[config.mk]
export PLATFORM = sky130hd
export DESIGN_NAME = rqo_top
export DESIGN_NICKNAME = d
export VERILOG_FILES = /design/src/shared/rqo_pkg.sv /design/src/hw/rqo_fifo.sv /design/src/hw/rqo_top.sv
export SDC_FILE = /design/constraint.sdc
export NUM_CORES = 2
export LEC_CHECK = 0
export BUFFER_PORTS_ARGS = -buffer_cell sky130_fd_sc_hd__buf_2
export CORE_ASPECT_RATIO = 1.4
export CORE_MARGIN = 3
export CORE_UTILIZATION = 55
export CTS_BUF_LIST = sky130_fd_sc_hd__clkbuf_8 sky130_fd_sc_hd__clkbuf_16
export DETAILED_ROUTE_END_ITERATION = 12
export PLACE_DENSITY = 0.71
export SETUP_SLACK_MARGIN = 0.5
export SYNTH_ARGS = -nofsm -noshare
export SYNTH_HDL_FRONTEND = slang
export SYNTH_HIERARCHICAL = 1
export SYNTH_SLANG_ARGS = --single-unit
export TNS_END_PERCENT = 20
[constraint.sdc]
create_clock -name clk -period 9.56 [get_ports clk]
set_input_delay 1.912 -clock clk [delete_from_list [all_inputs] [get_ports clk]]
set_output_delay 1.912 -clock clk [all_outputs]
set_load 0.01 [all_outputs]
[src/shared/rqo_pkg.sv]
// shared constants and types of the requantizer output control block
package rqo_pkg;
    // ----------------------------------------------------------------
    // geometry
    // ----------------------------------------------------------------
    localparam int NCH = 4;
    localparam int SW  = 11;
    // ----------------------------------------------------------------
    // register offsets
    // ----------------------------------------------------------------
    localparam logic [7:0] ADDR_CHAN_IDX = 8'h05;
    localparam logic [7:0] ADDR_PWR      = 8'h08;
    localparam logic [7:0] ADDR_CLKDIV   = 8'h0B;
    localparam logic [7:0] ADDR_FMT      = 8'h14;
    localparam logic [7:0] ADDR_SYNC     = 8'h3A;
    localparam logic [7:0] ADDR_NS_CTRL  = 8'h3C;
    localparam logic [7:0] ADDR_NS_EDGE  = 8'h3D;
    localparam logic [7:0] ADDR_NS_TUNE  = 8'h3E;
    localparam logic [7:0] ADDR_STATUS   = 8'h3F;
    // ----------------------------------------------------------------
    // field positions
    // ----------------------------------------------------------------
    localparam int NS_EN_BIT      = 0;
    localparam int NS_MODE_LSB    = 1;
    localparam int NS_OVR_BIT     = 4;
    localparam int SYNC_EN_BIT    = 0;
    localparam int SYNC_EVERY_BIT = 1;
    localparam int FMT_TWOS_BIT   = 0;
    // ----------------------------------------------------------------
    // reset values
    // ----------------------------------------------------------------
    localparam logic [7:0] CHAN_IDX_RST = 8'h0F;
    localparam logic [7:0] NS_CTRL_RST  = 8'h00;
    localparam logic [7:0] NS_TUNE_RST  = 8'h00;
    localparam logic [7:0] PWR_RST      = 8'h00;
    localparam logic [7:0] CLKDIV_RST   = 8'h00;
    localparam logic [7:0] FMT_RST      = 8'h00;
    localparam logic [7:0] SYNC_RST     = 8'h00;
    // ----------------------------------------------------------------
    // encodings and counts
    // ----------------------------------------------------------------
    localparam logic [2:0] NS_BW22   = 3'h0;
    localparam logic [2:0] NS_BW33   = 3'h1;
    localparam logic [2:0] NS_BW36   = 3'h2;
    localparam logic [5:0] TW_CNT22  = 6'h39;
    localparam logic [5:0] TW_CNT33  = 6'h22;
    localparam logic [5:0] TW_CNT36  = 6'h1C;
    localparam logic [7:0] BW22_STEP = 8'h2C;
    localparam logic [7:0] BW33_STEP = 8'h42;
    localparam logic [7:0] BW36_STEP = 8'h48;
    localparam logic [1:0] PWR_OFF   = 2'h1;
    localparam logic [1:0] PWR_STBY  = 2'h2;
    localparam logic [8:0] ATT_MULT  = 9'h0EF;
    localparam int         ATT_SHIFT = 8;
    localparam int         LATENCY   = 9;
    localparam int         WAKE_SHIFT = 4;
    localparam logic [19:0] STBY_WAKE = 20'h00010;
    typedef enum logic [3:0] {
        PS_RUN  = 4'h1,
        PS_OFF  = 4'h2,
        PS_STBY = 4'h4,
        PS_WAKE = 4'h8
    } rqo_pwr_t;
endpackage
[src/hw/rqo_fifo.sv]
// sample fifo with registered full and empty flags
`timescale 1ns/1ps
module rqo_fifo #(
    parameter int W = 44,
    parameter int D = 16
) (
    input  wire logic         clk,
    input  wire logic         srst,
    input  wire logic [W-1:0] in_data,
    input  wire logic         in_valid,
    output logic              in_ready,
    output logic [W-1:0]      out_data,
    output logic              out_valid,
    input  wire logic         out_ready
);
    localparam int AW = $clog2(D);
    logic [W-1:0] mem [D];
    logic [AW-1:0] wr_ptr_reg;
    logic [AW-1:0] rd_ptr_reg;
    logic [AW:0]   count_reg;
    logic          push;
    logic          pop;
    logic [AW:0]   count_next;

    assign push       = in_valid && in_ready;
    assign pop        = out_valid && out_ready;
    assign count_next = count_reg + (AW+1)'(push) - (AW+1)'(pop);
    assign out_data   = mem[rd_ptr_reg];

    // ----------------------------------------------------------------
    // storage and pointers
    // ----------------------------------------------------------------
    always_ff @(posedge clk) begin
        if (push) begin
            mem[wr_ptr_reg] <= in_data;
        end
    end

    always_ff @(posedge clk) begin
        if (srst) begin
            wr_ptr_reg <= '0;
            rd_ptr_reg <= '0;
        end else begin
            if (push) begin
                wr_ptr_reg <= (wr_ptr_reg == AW'(D-1)) ? '0 : wr_ptr_reg + AW'(1);
            end
            if (pop) begin
                rd_ptr_reg <= (rd_ptr_reg == AW'(D-1)) ? '0 : rd_ptr_reg + AW'(1);
            end
        end
    end

    // ----------------------------------------------------------------
    // flags kept in flops so the ready seen upstream is glitch free
    // ----------------------------------------------------------------
    always_ff @(posedge clk) begin
        if (srst) begin
            count_reg <= '0;
            in_ready  <= 1'b1;
            out_valid <= 1'b0;
        end else begin
            count_reg <= count_next;
            in_ready  <= (count_next != (AW+1)'(D));
            out_valid <= (count_next != '0);
        end
    end
endmodule

[src/hw/rqo_top.sv]
// requantizer back end: config registers, divider alignment, power, ddr output
`timescale 1ns/1ps
// Function
// - power-down request tristates output drivers
// - pin low releases power-down, resumes output
// - off stops clock; wake grows with time
// - standby keeps reference, wakes faster
// - alignment input passes two-flop synchroniser
// - valid pulse resets divider; bit selects every
// - host selects offset binary or twos complement
// - sample appears nine sample periods later
// - data clock high a/c, low b/d
// - 11-bit codes; twos inverts top bit
// - noise shaper attenuates by 0.6 dB
// - per-channel enable from register or pin
// - mode 000 selects 22 percent, 57 words
// - mode 001 selects 33 percent, 34 words
// - mode 010 selects 36 percent, 28 words
// - lower edge tuning times half percent
// - mode pin low enables, high plain output
// - override bit ignores pin per channel
module rqo_top #(
    parameter int FIFO_DEPTH = 16,
    parameter int CNT_W      = 20
) (
    input  wire logic                                  clk,
    input  wire logic                                  srst,
    input  wire logic [rqo_pkg::NCH*rqo_pkg::SW-1:0]   samp_in,
    input  wire logic                                  samp_valid,
    output logic                                       samp_ready,
    output logic                                       samp_take,
    input  wire logic                                  sync_in,
    input  wire logic                                  mode_sel,
    input  wire logic                                  power_down_request,
    input  wire logic [7:0]                            reg_addr,
    input  wire logic [7:0]                            reg_wdata,
    input  wire logic                                  reg_we,
    input  wire logic                                  reg_re,
    output logic [7:0]                                 reg_rdata,
    output logic [rqo_pkg::SW-1:0]                     lane_ab,
    output logic [rqo_pkg::SW-1:0]                     lane_cd,
    output logic                                       output_data_clock,
    output logic                                       out_oe_n
);
    import rqo_pkg::*;
    localparam int FW  = NCH*SW;
    localparam int PAD = LATENCY - 5;

    rqo_pwr_t         pwr_state;
    logic [CNT_W-1:0] off_cnt_reg;
    logic [CNT_W-1:0] wake_cnt_reg;
    logic [7:0]       chan_idx_reg;
    logic [7:0]       pwr_reg;
    logic [7:0]       clkdiv_reg;
    logic [7:0]       fmt_reg;
    logic [7:0]       sync_reg;
    logic [7:0]       ns_ctrl_reg [NCH];
    logic [7:0]       ns_tune_reg [NCH];
    logic [5:0]       tune_eff [NCH];
    logic [7:0]       edge_hi [NCH];
    logic [NCH-1:0]   ns_on;
    logic             sync_ff1_reg;
    logic             sync_ff2_reg;
    logic             sync_prev_reg;
    logic             sync_armed_reg;
    logic             sync_hit;
    logic [3:0]       ph_cnt_reg;
    logic [3:0]       div_n;
    logic             samp_en;
    logic             pd_req;
    logic             adv;
    logic [FW-1:0]    s1_reg;
    logic [FW-1:0]    s2_reg;
    logic [FW-1:0]    s3_reg;
    logic [2:0]       sv_reg;
    logic [FW-1:0]    fifo_dout;
    logic             fifo_ovalid;
    logic             fifo_iready;
    logic             pop;
    logic [FW-1:0]    pad_reg [PAD];
    logic [FW-1:0]    hold_reg;
    logic [FW-1:0]    out_word;
    logic [7:0]       rd_next;
    int               sel;

    // ----------------------------------------------------------------
    // register writes
    // ----------------------------------------------------------------
    always_ff @(posedge clk) begin
        if (srst) begin
            chan_idx_reg <= CHAN_IDX_RST;
            pwr_reg      <= PWR_RST;
            clkdiv_reg   <= CLKDIV_RST;
            fmt_reg      <= FMT_RST;
        end else if (reg_we) begin
            case (reg_addr)
                ADDR_CHAN_IDX: chan_idx_reg <= {4'h0, reg_wdata[3:0]};
                ADDR_PWR:      pwr_reg      <= {6'h00, reg_wdata[1:0]};
                ADDR_CLKDIV:   clkdiv_reg   <= {5'h00, reg_wdata[2:0]};
                ADDR_FMT:      fmt_reg      <= {7'h00, reg_wdata[FMT_TWOS_BIT]};
                default:       ;
            endcase
        end
    end

    // ----------------------------------------------------------------
    // alignment control; arming on write makes one-shot use possible
    // ----------------------------------------------------------------
    always_ff @(posedge clk) begin
        if (srst) begin
            sync_reg       <= SYNC_RST;
            sync_armed_reg <= 1'b0;
        end else if (reg_we && reg_addr == ADDR_SYNC) begin
            sync_reg       <= {6'h00, reg_wdata[1:0]};
            sync_armed_reg <= 1'b1;
        end else if (sync_hit) begin
            sync_armed_reg <= 1'b0;
        end
    end

    // ----------------------------------------------------------------
    // per-channel noise shaper settings
    // ----------------------------------------------------------------
    for (genvar c = 0; c < NCH; c++) begin : g_ch
        logic [2:0] mode;
        logic [5:0] tw;
        logic [5:0] lim;
        logic [7:0] step;
        assign mode = ns_ctrl_reg[c][NS_MODE_LSB +: 3];
        assign tw   = ns_tune_reg[c][5:0];
        assign lim  = (mode == NS_BW33) ? TW_CNT33 : (mode == NS_BW36) ? TW_CNT36 : TW_CNT22;
        assign step = (mode == NS_BW33) ? BW33_STEP : (mode == NS_BW36) ? BW36_STEP : BW22_STEP;
        assign tune_eff[c] = (mode > NS_BW36) ? 6'h00 : (tw >= lim) ? lim - 6'h01 : tw;
        assign edge_hi[c] = {2'h0, tune_eff[c]} + ((mode > NS_BW36) ? BW22_STEP : step);
        assign ns_on[c] = ns_ctrl_reg[c][NS_OVR_BIT] ? ns_ctrl_reg[c][NS_EN_BIT] : ~mode_sel;

        always_ff @(posedge clk) begin
            if (srst) begin
                ns_ctrl_reg[c] <= NS_CTRL_RST;
                ns_tune_reg[c] <= NS_TUNE_RST;
            end else if (reg_we && chan_idx_reg[c]) begin
                if (reg_addr == ADDR_NS_CTRL) begin
                    ns_ctrl_reg[c] <= {3'h0, reg_wdata[4:0]};
                end
                if (reg_addr == ADDR_NS_TUNE) begin
                    ns_tune_reg[c] <= {2'h0, reg_wdata[5:0]};
                end
            end
        end

        logic signed [SW-1:0]  sv;
        logic signed [SW+9:0]  prod;
        logic signed [SW-1:0]  att;
        assign sv   = {~s1_reg[c*SW+SW-1], s1_reg[c*SW +: SW-1]};
        assign prod = sv * $signed({1'b0, ATT_MULT});
        assign att  = prod[ATT_SHIFT +: SW];

        // one process per channel owns its stage flops
        logic [SW-1:0] s2_ch_reg;
        logic [SW-1:0] s3_ch_reg;
        always_ff @(posedge clk) begin
            if (adv) begin
                s2_ch_reg <= ns_on[c] ? att : sv;
                s3_ch_reg <= fmt_reg[FMT_TWOS_BIT] ? s2_ch_reg
                             : {~s2_ch_reg[SW-1], s2_ch_reg[SW-2:0]};
            end
        end
        assign s2_reg[c*SW +: SW] = s2_ch_reg;
        assign s3_reg[c*SW +: SW] = s3_ch_reg;
    end

    // ----------------------------------------------------------------
    // register reads; lowest selected channel answers
    // ----------------------------------------------------------------
    always_comb begin
        sel = 0;
        for (int c = NCH - 1; c >= 0; c--) begin
            if (chan_idx_reg[c]) begin
                sel = c;
            end
        end
        case (reg_addr)
            ADDR_CHAN_IDX: rd_next = chan_idx_reg;
            ADDR_PWR:      rd_next = pwr_reg;
            ADDR_CLKDIV:   rd_next = clkdiv_reg;
            ADDR_FMT:      rd_next = fmt_reg;
            ADDR_SYNC:     rd_next = sync_reg;
            ADDR_NS_CTRL:  rd_next = ns_ctrl_reg[sel];
            ADDR_NS_EDGE:  rd_next = edge_hi[sel];
            ADDR_NS_TUNE:  rd_next = ns_tune_reg[sel];
            ADDR_STATUS:   rd_next = {pwr_state, ns_on};
            default:       rd_next = 8'h00;
        endcase
    end

    always_ff @(posedge clk) begin
        if (srst) begin
            reg_rdata <= 8'h00;
        end else if (reg_re) begin
            reg_rdata <= rd_next;
        end
    end

    // ----------------------------------------------------------------
    // alignment synchroniser and edge detect
    // ----------------------------------------------------------------
    // two-flop synchroniser
    always_ff @(posedge clk) begin
        if (srst) begin
            sync_ff1_reg  <= 1'b0;
            sync_ff2_reg  <= 1'b0;
            sync_prev_reg <= 1'b0;
        end else begin
            sync_ff1_reg  <= sync_in;
            sync_ff2_reg  <= sync_ff1_reg;
            sync_prev_reg <= sync_ff2_reg;
        end
    end

    assign sync_hit = sync_ff2_reg && !sync_prev_reg && sync_reg[SYNC_EN_BIT]
                      && (sync_reg[SYNC_EVERY_BIT] || sync_armed_reg);

    // ----------------------------------------------------------------
    // divider: a sample period spans two phases of div_n clocks each
    // ----------------------------------------------------------------
    assign div_n   = {1'b0, clkdiv_reg[2:0]} + 4'h1;
    assign samp_en = (ph_cnt_reg == 4'h0) && (pwr_state != PS_OFF);

    always_ff @(posedge clk) begin
        if (srst) begin
            ph_cnt_reg <= 4'h0;
        end else if (sync_hit) begin
            ph_cnt_reg <= 4'h0;
        end else if (pwr_state != PS_OFF) begin
            ph_cnt_reg <= (ph_cnt_reg >= {div_n[2:0], 1'b0} - 4'h1) ? 4'h0
                          : ph_cnt_reg + 4'h1;
        end
    end

    // ----------------------------------------------------------------
    // power sequencing
    // ----------------------------------------------------------------
    assign pd_req = power_down_request || (pwr_reg[1:0] == PWR_OFF);

    always_ff @(posedge clk) begin
        if (srst) begin
            pwr_state    <= PS_RUN;
            off_cnt_reg  <= '0;
            wake_cnt_reg <= '0;
        end else begin
            case (pwr_state)
                PS_RUN: begin
                    off_cnt_reg <= '0;
                    if (pd_req) begin
                        pwr_state <= PS_OFF;
                    end else if (pwr_reg[1:0] == PWR_STBY) begin
                        pwr_state <= PS_STBY;
                    end
                end
                PS_OFF: begin
                    if (off_cnt_reg != '1) begin
                        off_cnt_reg <= off_cnt_reg + CNT_W'(1);
                    end
                    if (!pd_req) begin
                        pwr_state <= PS_WAKE;
                        wake_cnt_reg <= (off_cnt_reg >> WAKE_SHIFT) + CNT_W'(1);
                    end
                end
                PS_STBY: begin
                    if (pd_req) begin
                        pwr_state <= PS_OFF;
                    end else if (pwr_reg[1:0] != PWR_STBY) begin
                        pwr_state <= PS_WAKE;
                        wake_cnt_reg <= CNT_W'(STBY_WAKE);
                    end
                end
                PS_WAKE: begin
                    if (pd_req) begin
                        pwr_state   <= PS_OFF;
                        off_cnt_reg <= '0;
                    end else if (wake_cnt_reg <= CNT_W'(1)) begin
                        pwr_state <= PS_RUN;
                    end else begin
                        wake_cnt_reg <= wake_cnt_reg - CNT_W'(1);
                    end
                end
                default: pwr_state <= PS_RUN;
            endcase
        end
    end

    // ----------------------------------------------------------------
    // front pipeline; stalls when the fifo is full
    // ----------------------------------------------------------------
    assign adv = samp_en && fifo_iready;

    always_ff @(posedge clk) begin
        if (srst) begin
            sv_reg    <= 3'h0;
            samp_take <= 1'b0;
        end else begin
            samp_take <= adv && samp_valid;
            if (adv) begin
                sv_reg <= {sv_reg[1:0], samp_valid};
            end
        end
    end

    always_ff @(posedge clk) begin
        if (adv) begin
            s1_reg <= samp_in;
        end
    end

    assign samp_ready = fifo_iready;

    rqo_fifo #(
        .W (FW),
        .D (FIFO_DEPTH)
    ) u_fifo (
        .clk       (clk),
        .srst      (srst),
        .in_data   (s3_reg),
        .in_valid  (adv && sv_reg[2]),
        .in_ready  (fifo_iready),
        .out_data  (fifo_dout),
        .out_valid (fifo_ovalid),
        .out_ready (pop)
    );

    // drain stops outside run, so the fifo really fills and stalls the source
    assign pop = samp_en && (pwr_state == PS_RUN);

    // ----------------------------------------------------------------
    // latency padding and ddr lanes
    // ----------------------------------------------------------------
    // fixed latency pad
    always_ff @(posedge clk) begin
        if (pop) begin
            hold_reg   <= pad_reg[PAD-1];
            pad_reg[0] <= fifo_ovalid ? fifo_dout : pad_reg[0];
            for (int i = 1; i < PAD; i++) begin
                pad_reg[i] <= pad_reg[i-1];
            end
        end
    end

    // both halves come from one sample, not across the pad shift
    assign out_word = pop ? pad_reg[PAD-1] : hold_reg;

    always_ff @(posedge clk) begin
        if (srst) begin
            lane_ab           <= '0;
            lane_cd           <= '0;
            output_data_clock <= 1'b0;
            out_oe_n          <= 1'b1;
        end else begin
            out_oe_n <= (pwr_state != PS_RUN);
            output_data_clock <= (ph_cnt_reg < div_n);
            if (ph_cnt_reg < div_n) begin
                lane_ab <= out_word[0*SW +: SW];
                lane_cd <= out_word[2*SW +: SW];
            end else begin
                lane_ab <= out_word[1*SW +: SW];
                lane_cd <= out_word[3*SW +: SW];
            end
        end
    end
endmodule

* After elaboration in Yosys (flattened, before gate mapping)
Memories as Yosys holds them, arrays and structs flattened. A register that Yosys moved wholly into a read port is not among the register bits.
Cells that the tools add are included.
Widths: inputs -> output; s select.
** Operators by class
- Order comparisons :: 12
- $add $sub $neg :: 18
- Reductions and logical operators :: 31
- Multiplexer cells :: 116
- Equal/unequal tests :: 40
- $mul :: 4
- Div/mod/pow operators :: 0
- Bitwise gates (word level) :: 18
- Shifts and indexed selects :: 0
** Operators with widths (count)
- $mux 20 :: 7
- $mux 6 :: 20
- $pmux 20 s3 :: 2
- $mux 11 :: 10
- $mux 32 :: 3
- $mux 44 :: 2
- $mux 7 :: 12
- $mul 11x9->19 const B :: 4
- $pmux 8 s9 :: 1
- $mux 4 :: 12
- $eq 8x6->1 const B :: 5
- $mux 1 :: 38
- $add 6x7->8 :: 4
- $ge 32x3->1 const B :: 1
- $not 32->32 :: 1
- $ge 6x6->1 :: 4
- $sub 6x1->6 const B :: 4
- $add 20x1->20 const B :: 1
- $le 20x1->1 const B :: 1
- $mux 5 :: 4
- $ne 20x20->1 const B :: 1
- $sub 20x1->20 const B :: 1
- $add 16x1->17 const B :: 1
- $bmux 8 s2 :: 1
- 41 further kinds :: 99
** Word-level totals
- Latch bits :: 0
- Memories :: 4
- RAM bits :: 924
- Register bits after elaboration :: 291
- ROM bits :: 0
** Memories
- u_fifo.mem :: words 16, bits a word 44, read ports 1, clocked after memory_dff 1, write ports 1, line rqo_fifo.sv:17 : logic [W-1:0] mem [D];
- pad_reg :: words 4, bits a word 44, read ports 4, clocked after memory_dff 0, write ports 4, line rqo_top.sv:80 : logic [FW-1:0] pad_reg [PAD];
- ns_tune_reg :: words 4, bits a word 6, read ports 5, clocked after memory_dff 0, write ports 4, line rqo_top.sv:58 : logic [7:0] ns_tune_reg [NCH];
- ns_ctrl_reg :: words 4, bits a word 5, read ports 5, clocked after memory_dff 0, write ports 4, line rqo_top.sv:57 : logic [7:0] ns_ctrl_reg [NCH];

* Depth between registers and ports, before layout
An unclocked memory read counts as a cell.
- Word-level depth :: 12
- Depth in mapped cells :: 23

* By module
The synthesis kept the hierarchy.
** By module, submodules not included
- rqo_top :: times used 1, seq. area each 13452.9 um2, cells an instance 2619, area an instance 29294.3 um2
- rqo_fifo :: times used 1, seq. area each 21520.6 um2, cells an instance 1192, area an instance 27223.6 um2

* Least setup slack after synthesis
OpenSTA, ideal clock, no wires.
- Path type :: register to register
- Start :: reg pwr_state[0]
- End :: mem u_fifo.mem[3][0], enable pin
- Data required time :: 9.060 ns
- Arrival time :: 7.527 ns
- Path slack :: 1.534 ns
- Cell stages (with the launch flop) :: 11
- Clock period less this slack :: 8.026 ns
- Cell sequence :: dfxtp_1 -> clkbuf_1 -> or3_1 -> clkbuf_1 -> nand3_1 -> inv_1 -> and2_1 -> and2_1 -> clkbuf_1 -> nand2_1 -> nor3_1
** On the way
- Longest elaborated chain between the ends :: 7
** RTL lines
- start, declared :: line rqo_top.sv:49 : rqo_pwr_t pwr_state;
- start signal, assigned :: line rqo_top.sv:247 : pwr_state <= PS_RUN;
- start signal, assigned :: line rqo_top.sv:255 : pwr_state <= PS_OFF;
- start signal, assigned :: line rqo_top.sv:257 : pwr_state <= PS_STBY;
- $ne 4x2->1 :: line rqo_top.sv:227 : assign samp_en = (ph_cnt_reg == 4'h0) && (pwr_state != PS_OFF);
- $logic_and 1x1->1 :: line rqo_top.sv:227
- $logic_and 1x1->1 :: line rqo_top.sv:295 : assign adv = samp_en && fifo_iready;
- named net adv :: line rqo_top.sv:71 : logic adv;
- $logic_and 1x1->1 :: line rqo_top.sv:324 : .in_valid (adv && sv_reg[2]),
- $logic_and 1x1->1 :: line rqo_fifo.sv:25 : assign push = in_valid && in_ready;
- $mux 1 :: line rqo_fifo.sv:34 : if (push) begin
- $mux 1 (implied by the code) :: line rqo_fifo.sv:35 : mem[wr_ptr_reg] <= in_data;
- end, declared :: line rqo_fifo.sv:17
The timed path passes the listed nets, and every way through them passes these cells.

* Worst setup path in the final report
- Start :: reg s1_reg[5]
- End :: reg g_ch[0].s2_ch_reg[10] (data pin)
** On the way
- Longest elaborated chain between the ends :: 2
** RTL lines
- start, declared :: line rqo_top.sv:72 : logic [FW-1:0] s1_reg;
- start signal, assigned :: line rqo_top.sv:311 : s1_reg <= samp_in;
- $mul 11x9->19 :: line rqo_top.sv:155 : assign prod = sv * $signed({1'b0, ATT_MULT});
- $mux 11 :: line rqo_top.sv:163 : s2_ch_reg <= ns_on[c] ? att : sv;
- end signal, assigned :: line rqo_top.sv:163
- end, declared :: line rqo_top.sv:159 : logic [SW-1:0] s2_ch_reg;
No other way between the ends.
A chain may end at the register's enable or synchronous reset.

==> results.py <==
metrics = {
    "run_status": {
        "status": "complete, no violations",
    },
    "critical_path": {
        "crit_chain": "fa_1 > fa_1 > inv_1 > fa_1 > fa_1 > inv_1 > ha_1 > and4b_1 > a221oi_1 > o211a_1 > nor4_1 > o31a_1 > o21a_1 > nor2_1 > o21ai_0 > a21oi_1 > nor2_1",
        "path_class": "reg -> reg",
        "end_kind": "flop",
        "slowest_delay_ns": 0.67,
        "crit_top_cell": "fa_1",
        "crit_path_start_kind": "flop",
        "r2r-start": "s1_reg[5]",
        "r2r_end": "g_ch[0].s2_ch_reg[10]",
        "ff2ff_setup_slack_ns": 3.94,
        "worst-path-buf-inv": 2,
        "critPathTopFamily": "adder cells",
        "slowest_stage": "a221oi_1",
        "reg2regPathDepth": 17,
        "worstPathMaxFanout": 8,
        "worstPathRequired_ns": 10.03,
        "cp.arrival_ns": 6.09,
    },
    "placed_design": {
        "place.gp.congestion": 0.8962,
        "dpl.hpwl_mm": 69.67,
        "pre_cts_ws_ns": 3.987,
        "place_area_um2": 58550,
        "portBuffers": 99,
    },
    "cts": {
        "cts_setup_buffers": 0,
        "cts.clk_slew.worst_paths_ns": 0.06,
        "cts_sinks": 1219,
        "cts_resized": 0,
        "cts_hold_buf": 0,
        "cts_tree": "built",
        "clk_path_buf_depth": 3,
        "clkLatencyLatePin_ns": 0.74,
        "cts_buffers": 111,
        "htree_levels": 3,
        "cts_root_buffer": "clkbuf_16",
    },
    "global_route": {
        "grt_overflow_total": 0,
        "antenna_found_initial": 2,
        "track_usage_pct": 22.29,
        "grt_start_max_net_pins": 97,
        "grt_pass1_wl_mm": 183.9,
        "first_global_vias": 32040,
    },
    "drt": {
        "drc": 0,
        "wl_met1_mm": 45.85,
        "vias_per_cell": 5.784,
        "firstDrtPassIters": 6,
        "routed_wl_mm": 116.1,
        "drtIter0Drc": 2478,
        "routedWlPerCell_um": 21.66,
        "dr_wl_met2_mm": 60.89,
        "wl_met3_mm": 6.400,
        "vias": 31000,
        "highest_layer": "met4",
        "ant_nets": 0,
    },
    "final_layout": {
        "final_common_cell": "edfxtp_1",
        "final_nets": 4448,
        "multi_input_area_um2": 19520,
        "seq_area_um2": 34980,
        "area_growth_pct": 10.42,
        "drive_above_1_share_pct": 14.10,
        "largest_register_ffs": 704,
        "final_cell_mix": "edfxtp_1, inv_1, nand2_1, ha_1, fa_1",
        "finalInstanceArea_um2": 62410,
        "num-fill-cells": 7454,
    },
    "logic_synthesis": {
        "synth.ff_latch_count": 1219,
        "yosysUniqueCellTypes": 92,
        "synth_flop_cell": "edfxtp_1",
        "syn_area_um2": 56520,
        "synth_cells": 3811,
        "synth_edf_count": 1056,
        "syn-mean-instance-area_um2": 14.83,
        "synth-seq-area-share_pct": 61.88,
        "syn-num-nets": 4328,
        "ys_warn_count": 6,
        "async_flop_share_pct": 0,
    },
    "sta": {
        "skew_ns": 0.05297,
        "hold_violations": 0,
        "setup_viol": 0,
        "worst_pin_slew_ns": 1.102,
        "clock.fmax_ghz": 0.1779,
        "tns_ns": 0,
        "drv_slew": 0,
        "rsz0062_at_grt": "no",
        "setup_slack_ns": 3.937,
        "slew_headroom_pct": 26.35,
        "period_minus_slack_ns": 5.623,
        "period_share_pct": 58.81,
    },
    "min_path": {
        "worstHoldPathCells": 0,
        "hold_class": "reg -> reg",
        "whs_endpoint": "pad_reg[1][24]",
        "hp-start": "pad_reg[0][24]",
    },
    "die": {
        "core_area_um2": 101500,
        "die_h_um": 385.3,
        "rows": 138,
        "ios": 102,
        "die_w_um": 276.9,
        "initial_core_util_pct": 55.67,
        "dieArea_um2": 106700,
    },
    "flow_run": {
        "maxCapViolations": 0,
    },
}
-- worst register-to-register path, delay by kind of cell (launching register included) --
kind | cells | cell delay (ns)
adders and majority gates | 5 | 2.39
AOI/OAI and AO/OA | 6 | 1.76
DFF | 1 | 0.61
and+or+nand+nor | 4 | 0.52
buffers and inverters | 2 | 0.09
-- synth_stat cells, types with 7 or more instances --
cell | n | area (um^2)
a311oi_1 | 24 | 210.2
nand2b_1 | 19 | 118.9
a21oi_1 | 104 | 520.5
buf_1 | 11 | 41.29
xor2_1 | 45 | 394.1
clkbuf_1 | 92 | 345.3
nand2_1 | 334 | 1254
inv_1 | 408 | 1531
and2_1 | 53 | 331.6
nor4_1 | 8 | 50.05
or3_1 | 13 | 81.33
fa_1 | 195 | 3904
a22oi_1 | 107 | 803.3
buf_2 | 9 | 45.04
o31ai_1 | 9 | 67.56
nand4_1 | 8 | 50.05
o22ai_1 | 9 | 56.30
and3_1 | 17 | 106.4
nor2b_1 | 23 | 143.9
nor3_1 | 39 | 195.2
xnor2_1 | 57 | 499.2
o21ai_0 | 66 | 330.3
edfxtp_1 | 1056 | 31710
buf_6 | 10 | 112.6
a211oi_1 | 9 | 67.56
buf_4 | 10 | 75.07
nor2_1 | 206 | 773.2
nand3_1 | 62 | 310.3
o21a_1 | 11 | 82.58
mux4_2 | 187 | 4212
a21o_1 | 35 | 262.8
mux2i_1 | 10 | 100.1
dfxtp_1 | 163 | 3263
a31oi_1 | 10 | 62.56
nand3b_1 | 11 | 82.58
ha_1 | 254 | 3178
a211o_1 | 7 | 61.31
-- routing by layer --
layer  global-route usage [%]  vias up
li1                         -    14170
met5                        0        -
met3                    2.362      191
met4                    7.076        0
met1                    28.84    15690
met2                    39.80      951
-- per-stage QoR --
step | utilization, % | hold WS [ns] | std cells
floorplan | - | 0.4003 | 3811
global placement | 57.67 | 0.4010 | 5148
detailed placement | 57.67 | 0.4045 | 5148
CTS | 61.47 | 0.3841 | 5359
global route | 61.47 | 0.4001 | 5359
finish | 61.47 | 0.3931 | 5360
-- worst max-delay path by stage --
stage	end	cells past startpoint	start	slack, ns
after CTS	g_ch[0].s2_ch_reg[10]	17	s1_reg[5]	3.92
after detailed placement	g_ch[0].s2_ch_reg[10]	17	s1_reg[5]	3.99
after global placement	g_ch[0].s2_ch_reg[10]	17	s1_reg[5]	4.04
after floorplan	u_fifo/mem[3][0]	10	pwr_state[0]	1.53
after global routing	g_ch[1].s2_ch_reg[10]	16	s1_reg[21]	3.55
final	g_ch[0].s2_ch_reg[10]	17	s1_reg[5]	3.94
-- layout make-up --
cell class	count	share of cell area, %
clock buffers	115	4.557
multi-input cells	2047	31.28
flip-flops and latches	1219	56.05
inverters	411	2.488
clock inverters	96	1.628
diodes	1	0.004010
repair buffers	141	1.323
well taps	1330	2.666
-- cells by family (layout without fill, tap and decap cells) --
| kind of cell | after synthesis | in the layout | synth area share (%) |
|---|---|---|---|
| AOI/OAI and AO/OA | 466 | 466 | 5.698 |
| xor gates and xnor gates | 102 | 102 | 1.581 |
| adders and majority gates | 449 | 449 | 12.53 |
| buffers and inverters | 545 | 763 | 3.854 |
| DFF | 1219 | 1219 | 61.88 |
| muxes | 198 | 198 | 7.649 |
| other | 0 | 1 | 0 |
| and+or+nand+nor | 832 | 832 | 6.808 |
Power is not shown: default switching activity piles up to over one toggle a cycle in this logic, so the estimate is an artifact.
